File: config.mk
export PLATFORM = sky130hd
export DESIGN_NAME = embp_pins
export DESIGN_NICKNAME = d
export VERILOG_FILES = /design/src/shared/embp_pkg.sv /design/src/rtl/embp_sdram_clock_out.sv /design/src/rtl/embp_pins.sv
export SDC_FILE = /design/constraint.sdc
export NUM_CORES = 1
export LEC_CHECK = 0
export ABC_CLOCK_PERIOD_IN_PS = 3600
export BUFFER_PORTS_ARGS = -buffer_cell sky130_fd_sc_hd__buf_4
export CAP_MARGIN = 5
export CELL_PAD_IN_SITES_DETAIL_PLACEMENT = 1
export CELL_PAD_IN_SITES_GLOBAL_PLACEMENT = 1
export CORE_ASPECT_RATIO = 2
export CORE_MARGIN = 2
export CORE_UTILIZATION = 35
export CTS_CLUSTER_DIAMETER = 30
export CTS_CLUSTER_SIZE = 10
export DETAILED_ROUTE_END_ITERATION = 7
export GPL_ROUTABILITY_DRIVEN = 0
export GPL_TIMING_DRIVEN = 0
export PLACE_DENSITY_LB_ADDON = 0.1
export SLEW_MARGIN = 40
export SYNTH_ARGS = -nofsm -noshare
export SYNTH_HDL_FRONTEND = slang
export SYNTH_HIERARCHICAL = 1
export SYNTH_SLANG_ARGS = --single-unit
File: constraint.sdc
create_clock -name mclk -period 3.6 [get_ports mclk]
set_input_delay 0.36 -clock mclk [delete_from_list [all_inputs] [get_ports mclk]]
set_output_delay 0.36 -clock mclk [all_outputs]
set_load 0.02 [all_outputs]
File: src/shared/embp_pkg.sv
/*
 Constants and types for the external memory bus pin stage.
 Assumes one rising-edge system clock and a synchronous active-low reset.
*/
// Overview of operation
// - All memory bus pins except the SDRAM clock update and sample on the rising system clock edge.
// - Address output holds last access address while bus idle.
// - Bus exception taken through two synchroniser stages at the read data edge; asserted raises memory error.
// - I/O access ends two edges after io_ready_n is first sampled low, through two synchroniser stages.
// - Low seven checkbit lines carry EDAC bits; top line carries test bit.
// - Checkbit lines driven only on writes to EDAC protected areas.
// - Data bus driven only during write cycles.
// - Eight-bit areas transfer only on the top byte lane.
// - First PROM select below boundary address, second at or above it.
// - Four byte-lane write strobes; strobe zero governs bits 31 to 24.
// - Five SRAM bank selects and five SRAM bank output enables.
// - Read cycles assert output enable low and read strobe high.
// - Write cycles assert the write strobe low.
// - I/O area accesses assert the I/O select.
// - Two SDRAM bank selects; row, column, write strobes shared.
// - Four SDRAM data mask lines shared by both banks.
// - SDRAM clock in phase or inverted by configuration.
// - Both SDRAM clock enables permanently high.
// - System reset resets the memory bus logic.
`default_nettype none
package embp_pkg;
    // ----------------------------------------
    // Widths
    // ----------------------------------------
    localparam int ADDR_W   = 28;
    localparam int DATA_W   = 32;
    localparam int CB_W     = 8;
    localparam int EDAC_W   = 7;
    localparam int LANES    = 4;
    localparam int RAM_BANKS = 5;
    localparam int SD_BANKS = 2;
    // ----------------------------------------
    // Address map and reset values
    // ----------------------------------------
    localparam logic [ADDR_W-1:0] PROM_HALF = 28'h0000000;
    localparam logic [31:0] PROM_BOUNDARY   = 32'h10000000;
    localparam logic [ADDR_W-1:0] ADDR_RST  = 28'h0000000;
    localparam logic [DATA_W-1:0] DATA_RST  = 32'h00000000;
    localparam logic [CB_W-1:0]   CB_RST    = 8'h00;
    localparam logic [LANES-1:0]  LANE_OFF  = 4'hF;
    localparam logic [RAM_BANKS-1:0] RAM_OFF = 5'h1F;
    localparam logic [SD_BANKS-1:0] SD_OFF  = 2'h3;
    localparam logic [SD_BANKS-1:0] CKE_ON  = 2'h3;
    localparam int TOP_LANE_LO = 24;
    // ----------------------------------------
    // Area codes
    // ----------------------------------------
    typedef enum logic [1:0] {
        EMBP_AREA_PROM,
        EMBP_AREA_SRAM,
        EMBP_AREA_IO,
        EMBP_AREA_SDRAM
    } embp_area_t;
    // SDRAM command on row, column, write strobes
    localparam logic [2:0] SD_CMD_NOP = 3'h7;
endpackage
`default_nettype wire

File: src/rtl/embp_sdram_clock_out.sv
/*
 SDRAM clock output stage: in-phase or inverted copy of the system clock.
 Assumes the select is a static configuration level.
*/
`timescale 1ns/1ns
`default_nettype none
module embp_sdram_clock_out (
    // Clock and reset
    input  wire logic mclk,
    input  wire logic nrst,
    // Configuration
    input  wire logic invert,
    // Clock out
    output var  logic sdram_clock_out
);
    import embp_pkg::*;
    // ----------------------------------------
    // Select register
    // ----------------------------------------
    logic inv_ff;
    always_ff @(posedge mclk) begin
        if (!nrst) begin
            inv_ff <= 1'b0;
        end else begin
            inv_ff <= invert;
        end
    end
    // Output follows or inverts the clock
    always_comb begin
        sdram_clock_out = mclk ^ inv_ff;
    end
endmodule
`default_nettype wire

File: src/rtl/embp_pins.sv
/*
 External memory bus pin stage of the memory controller.
 Assumes the controller core presents one access request per cycle on
 req_* while the bus is idle, and that io_ready_n and bus_exception_n
 arrive from off-chip pins.
*/
`timescale 1ns/1ns
`default_nettype none
module embp_pins (
    // Clock and reset
    input  wire logic                          mclk,
    input  wire logic                          system_reset_n,
    // Controller request
    input  wire logic                          req_valid,
    input  wire logic                          req_write,
    input  wire embp_pkg::embp_area_t          req_area,
    input  wire logic [embp_pkg::ADDR_W-1:0]   req_addr,
    input  wire logic [31:0]                   req_full_addr,
    input  wire logic [embp_pkg::DATA_W-1:0]   req_wdata,
    input  wire logic [embp_pkg::LANES-1:0]    req_lanes,
    input  wire logic                          req_byte_area,
    input  wire logic                          req_edac,
    input  wire logic [embp_pkg::EDAC_W-1:0]   req_checkbits,
    input  wire logic [2:0]                    req_bank,
    input  wire logic                          req_sd_bank,
    input  wire logic [2:0]                    req_sd_cmd,
    // Configuration
    input  wire logic                          test_checkbit_field,
    input  wire logic                          sdram_clock_out_invert,
    // Controller answer
    output logic                               done,
    output logic                               mem_error,
    output logic [embp_pkg::DATA_W-1:0]        rdata,
    output logic [embp_pkg::CB_W-1:0]          rcheck,
    // Memory bus pins
    output logic [embp_pkg::ADDR_W-1:0]        addr_out,
    input  wire logic                          bus_exception_n,
    input  wire logic                          io_ready_n,
    input  wire logic [embp_pkg::CB_W-1:0]     checkbit_lines_in,
    output logic [embp_pkg::CB_W-1:0]          checkbit_lines_out,
    output logic                               checkbit_lines_oe,
    input  wire logic [embp_pkg::DATA_W-1:0]   data_in,
    output logic [embp_pkg::DATA_W-1:0]        data_out,
    output logic                               data_oe,
    output logic                               io_area_select_n,
    output logic                               mem_output_enable_n,
    output logic [embp_pkg::RAM_BANKS-1:0]     sram_bank_oe_n,
    output logic [embp_pkg::RAM_BANKS-1:0]     sram_bank_select_n,
    output logic                               read_strobe,
    output logic [1:0]                         prom_select_n,
    output logic [embp_pkg::LANES-1:0]         byte_lane_write_n,
    output logic                               write_strobe_n,
    // SDRAM pins
    output logic                               sdram_row_strobe_n,
    output logic                               sdram_col_strobe_n,
    output logic                               sdram_write_strobe_n,
    output logic [embp_pkg::SD_BANKS-1:0]      sdram_bank_select_n,
    output logic [embp_pkg::LANES-1:0]         sdram_data_mask_n,
    output logic [embp_pkg::SD_BANKS-1:0]      sdram_clock_enable,
    output var  logic                          sdram_clock_out
);
    import embp_pkg::*;

    // ----------------------------------------
    // Input synchronisers
    // ----------------------------------------
    logic rdy_s1_ff, rdy_s2_ff, bex_s1_ff, bex_s2_ff;
    always_ff @(posedge mclk) begin
        if (!system_reset_n) begin
            rdy_s1_ff <= 1'b1;
            rdy_s2_ff <= 1'b1;
            bex_s1_ff <= 1'b1;
            bex_s2_ff <= 1'b1;
        end else begin
            rdy_s1_ff <= io_ready_n;
            rdy_s2_ff <= rdy_s1_ff;
            bex_s1_ff <= bus_exception_n;
            bex_s2_ff <= bex_s1_ff;
        end
    end

    // ----------------------------------------
    // Access state
    // ----------------------------------------
    typedef enum logic [1:0] {EMBP_IDLE, EMBP_ACC, EMBP_IOWAIT} embp_st_t;
    embp_st_t st_ff, nxt_st;
    logic       wr_ff, edac_ff, byte_ff, io_arm_ff;
    embp_area_t area_ff;

    wire start    = (st_ff == EMBP_IDLE) && req_valid;
    wire is_io    = (req_area == EMBP_AREA_IO);
    // First wait cycle still holds the previous I/O access's ready
    wire io_go    = (st_ff == EMBP_IOWAIT) && io_arm_ff && !rdy_s2_ff;
    wire acc_end  = (st_ff == EMBP_ACC) || io_go;
    wire active_n = !(start || ((st_ff != EMBP_IDLE) && !acc_end));

    always_comb begin
        nxt_st = st_ff;
        case (st_ff)
            EMBP_IDLE:   if (req_valid) nxt_st = is_io ? EMBP_IOWAIT : EMBP_ACC;
            EMBP_ACC:    nxt_st = EMBP_IDLE;
            EMBP_IOWAIT: if (io_go) nxt_st = EMBP_IDLE;
            default:     nxt_st = EMBP_IDLE;
        endcase
    end

    // ----------------------------------------
    // Strobe decode for the new access
    // ----------------------------------------
    wire [RAM_BANKS-1:0] bank_hot;
    genvar gi;
    generate
        for (gi = 0; gi < RAM_BANKS; gi++) begin : g_bank
            assign bank_hot[gi] = (req_bank == 3'(gi));
        end
    endgenerate
    wire prom_hi    = (req_full_addr >= PROM_BOUNDARY);
    wire is_prom    = start && req_area == EMBP_AREA_PROM;
    wire is_sram    = start && req_area == EMBP_AREA_SRAM;
    wire is_sd      = start && req_area == EMBP_AREA_SDRAM;
    wire new_rd     = start && !req_write;
    wire new_wr     = start && req_write;
    wire [1:0] nxt_prom = is_prom ? (prom_hi ? 2'h1 : 2'h2) : 2'h3;
    wire [RAM_BANKS-1:0] nxt_ram = is_sram ? ~bank_hot : RAM_OFF;
    wire [LANES-1:0] lanes = req_byte_area ? 4'h8 : req_lanes;
    // Lane 3 of the request maps to strobe 0, data bits 31 to 24
    wire [LANES-1:0] nxt_bwr =
        (new_wr && !is_sd) ? ~{lanes[0], lanes[1], lanes[2], lanes[3]}
                           : LANE_OFF;
    wire [DATA_W-1:0] wdata_sel =
        req_byte_area ? {req_wdata[7:0], 24'h000000} : req_wdata;

    // ----------------------------------------
    // Pin registers
    // ----------------------------------------
    logic [2:0] sd_cmd_ff;
    always_ff @(posedge mclk) begin
        if (!system_reset_n) begin
            st_ff               <= EMBP_IDLE;
            wr_ff               <= 1'b0;
            edac_ff             <= 1'b0;
            byte_ff             <= 1'b0;
            io_arm_ff           <= 1'b0;
            area_ff             <= EMBP_AREA_PROM;
            addr_out            <= ADDR_RST;
            data_out            <= DATA_RST;
            data_oe             <= 1'b0;
            checkbit_lines_out  <= CB_RST;
            checkbit_lines_oe   <= 1'b0;
            io_area_select_n    <= 1'b1;
            mem_output_enable_n <= 1'b1;
            read_strobe         <= 1'b0;
            write_strobe_n      <= 1'b1;
            sram_bank_oe_n      <= RAM_OFF;
            sram_bank_select_n  <= RAM_OFF;
            prom_select_n       <= 2'h3;
            byte_lane_write_n   <= LANE_OFF;
            sd_cmd_ff           <= SD_CMD_NOP;
            sdram_bank_select_n <= SD_OFF;
            sdram_data_mask_n   <= LANE_OFF;
            sdram_clock_enable  <= CKE_ON;
            done                <= 1'b0;
            mem_error           <= 1'b0;
            rdata               <= DATA_RST;
            rcheck              <= CB_RST;
        end else begin
            st_ff <= nxt_st;
            io_arm_ff <= (st_ff == EMBP_IOWAIT) && !io_go;
            sdram_clock_enable <= CKE_ON;
            if (start) begin
                wr_ff    <= req_write;
                edac_ff  <= req_edac;
                byte_ff  <= req_byte_area;
                area_ff  <= req_area;
                addr_out <= req_addr;
                data_out <= wdata_sel;
                checkbit_lines_out <= {test_checkbit_field,
                                       req_checkbits};
                data_oe  <= req_write;
                checkbit_lines_oe <= req_write && req_edac;
                io_area_select_n <= !is_io;
                mem_output_enable_n <= !new_rd;
                read_strobe <= new_rd;
                write_strobe_n <= !new_wr;
                sram_bank_oe_n <= new_rd ? nxt_ram : RAM_OFF;
                sram_bank_select_n <= nxt_ram;
                prom_select_n <= nxt_prom;
                byte_lane_write_n <= nxt_bwr;
                sd_cmd_ff <= is_sd ? req_sd_cmd : SD_CMD_NOP;
                sdram_bank_select_n <= is_sd
                    ? (req_sd_bank ? 2'h1 : 2'h2) : SD_OFF;
                sdram_data_mask_n <= is_sd ? ~req_lanes : LANE_OFF;
            end else if (active_n) begin
                data_oe             <= 1'b0;
                checkbit_lines_oe   <= 1'b0;
                io_area_select_n    <= 1'b1;
                mem_output_enable_n <= 1'b1;
                read_strobe         <= 1'b0;
                write_strobe_n      <= 1'b1;
                sram_bank_oe_n      <= RAM_OFF;
                sram_bank_select_n  <= RAM_OFF;
                prom_select_n       <= 2'h3;
                byte_lane_write_n   <= LANE_OFF;
                sd_cmd_ff           <= SD_CMD_NOP;
                sdram_bank_select_n <= SD_OFF;
                sdram_data_mask_n   <= LANE_OFF;
            end
            done <= acc_end;
            // Read data sampled at this edge; exception from the second synchroniser stage, two edges older
            mem_error <= acc_end && !wr_ff && !bex_s2_ff;
            if (acc_end && !wr_ff) begin
                rdata  <= byte_ff ? {24'h000000, data_in[31:24]}
                                  : data_in;
                rcheck <= edac_ff ? checkbit_lines_in : CB_RST;
            end
        end
    end

    always_comb begin
        {sdram_row_strobe_n, sdram_col_strobe_n, sdram_write_strobe_n} =
            sd_cmd_ff;
    end

    // ----------------------------------------
    // SDRAM clock
    // ----------------------------------------
    embp_sdram_clock_out u_sdram_clock_out (
        .mclk            (mclk),
        .nrst            (system_reset_n),
        .invert          (sdram_clock_out_invert),
        .sdram_clock_out (sdram_clock_out)
    );
endmodule
`default_nettype wire

==> flow_summary.toml <==
[status]
status = "complete, no violations"

[clock_network]
cts_tree = "done"
cts_hold_buf = 3
clk_latency_ps = 530
post_cts_buffers = 0
cts_resized = 0
clk_pin_slew_worst_paths_ps = 60

[power]
p_leak_nw = 4.03
powerDensity_nw_per_um2 = 476
finalPower_mw = 4.39
ir_worst_vdd_uv = 321

[drt]
dr.pass1.iters = 4
ant_nets = 0
drt_wl_total_mm = 21.1
drt-vias-per-instance = 4.97
drcViolationCount = 0
drt_iter0_markers = 149
wire_per_inst_um = 17.6
vias = 5957

[worst_setup_path]
startpoint_type = "clock port"
required_ps = 3240
worstPathMaxFanout = 2
end_kind = "primary output"
arrival_ps = 2330
criticalPathCategory = "clk -> out"

[sta]
setup_tns_ps = 0
setup_viol = 0
finalHoldViolations = 0
tightest_slew_ps = 647
rsz0062_at_grt = "no"
maxSlewHeadroom_pct = 56.8
maxSlewViolCount = 0
finClkSkew_ps = 9.31

[synth]
async_flop_share_pct = 0
synth_edf_count = 0
synth.distinct_cells = 45
yosysWarnings = 6
synth_area_um2 = 6210
avgSynthCellArea_um2 = 9.24
synth_area_leaders = "dfxtp_1 (49%), nand2_1 (8.7%), mux2i_1 (7.7%)"
ys_ff_latch = 152
synth-seq-area-share_pct = 49.0
synth_top_cell_by_area = "dfxtp_1"
yosysMostFrequentCell = "dfxtp_1"
syn_inst = 672
ys_top_cells_by_count = "dfxtp_1 (152), nand2_1 (144), a21boi_0 (61), mux2i_1 (48), nand3b_1 (48)"
synthFlopType = "dfxtp_1"
yosysTopAreaCellShare_pct = 49.0

[floorplan]
dieArea_um2 = 18900
io_pins = 306
die_w_um = 98.2
num_rows = 69
initial_core_util_pct = 35.3
dieHeight_um = 192
coreArea_um2 = 17600

[placed_design]
port_buffers = 274
hpwlAfterDp_mm = 15.9
dp_cells = 1160

[final_layout]
antenna_cells = 0
regArea_um2 = 3040
multi_input_area_um2 = 2880
drive_gt1_share_pct = 33.7
synthToLayoutAreaGrowth_pct = 48.3
fill_cells = 2105
stdcell_count = 1198
nets = 1134

[grt]
grt_pass1_vias = 6288
grt_use_total_pct = 22.0
grt-ovfl-total = 0
grt_start_max_net_pins = 17
antenna_found_initial = 0
grt_pass1_wl_mm = 32.4

[job]
drv_cap = 0

[worst_hold_path]
hold_path.class = "in -> reg"
## power by group
group          leakage, nW  internal [mW]  switching, mW
clock                0.317           1.18          0.767
sequential            1.24           1.76         0.0409
combinational         2.47          0.296          0.345
total                 4.03           3.23           1.15
## worst paths after layout
check	cells past startpoint	end	slack, ps	start
hold reg to reg	1	rdy_s2_ff$_SDFF_PN1_	400	rdy_s1_ff$_SDFF_PN1_
hold / removal	2	u_sdram_clock_out/inv_ff$_SDFF_PN0_	30	sdram_clock_out_invert
setup reg to reg	6	data_out[6]$_SDFFE_PN0N_	1530	st_ff[1]$_SDFFE_PN0P_
setup / recovery	4	sdram_clock_out	910	mclk
## registers in the layout (all words and copies together), names as in the netlist, 2 cells and up
signal / count
prom_select_n: 2
sdram_bank_select_n: 2
rcheck: 8
addr_out: 28
checkbit_lines_out: 8
sram_bank_oe_n: 5
rdata: 32
sd_cmd_ff: 3
st_ff: 2
sdram_data_mask_n: 4
byte_lane_write_n: 4
data_out: 32
sram_bank_select_n: 5
## layout make-up
type | instances | share of cell area, %
inverters | 8 | 0.326
clock inverters | 12 | 1.40
plain buffers | 62 | 2.87
well taps | 213 | 2.89
clock buffers | 24 | 5.64
multi-input cells | 451 | 31.3
repair buffers | 276 | 22.6
flip-flops and latches | 152 | 33.0
## logic make-up (layout without fill, tap and decap cells)
group	Yosys count	count (layout)	synth area share [%]
mux	48	48	7.73
other cells	1	2	0.0604
flops	152	152	49.0
buf+inv	70	382	4.73
simple gates	278	278	23.5
xor+xnor	1	1	0.141
compound gates	122	122	14.8
## stage by stage
step	area [um2]	setup slack, ps	utilization, %	hold WS [ps]
floorplan	6220	1100	-	386
global placement	8540	1170	48.5	394
detailed placement	8540	1170	48.5	397
CTS	9210	905	52.3	7.29
global route	9210	890	52.3	19.2
finish	9210	910	52.3	30.2
## placed cells by master (no fill, tap or decap), types with 5 or more instances in the layout
| cell type | n |
|---|---|
| a21boi_1 | 5 |
| buf_4 | 276 |
| o211a_1 | 16 |
| nor3b_1 | 19 |
| clkbuf_16 | 20 |
| nor3_1 | 17 |
| mux2i_1 | 48 |
| dfxtp_1 | 152 |
| a21boi_0 | 61 |
| nor2_1 | 6 |
| nand2_1 | 144 |
| o21ai_0 | 17 |
| nand3_1 | 12 |
| nand2b_1 | 9 |
| buf_2 | 19 |
| clkbuf_1 | 40 |
| nand3b_1 | 48 |
| o211ai_1 | 8 |
| inv_1 | 8 |
## critical path: stages
cell	delay, ps
clkbuf_16	120
clkbuf_16	130
xor2_1	130
buf_4	150
## routing by layer
layer	part of all wire, %	global-route usage, %	wire (um)	vias to the layer above
met3	7.1	7.35	1500	29
met4	2.5	9.69	519	0
met2	50	37.7	10600	180
met5	0	0	0	-
met1	40	24.6	8420	2848
li1	-	-	-	2900
Note: power is estimated with default switching activity, not from simulation.
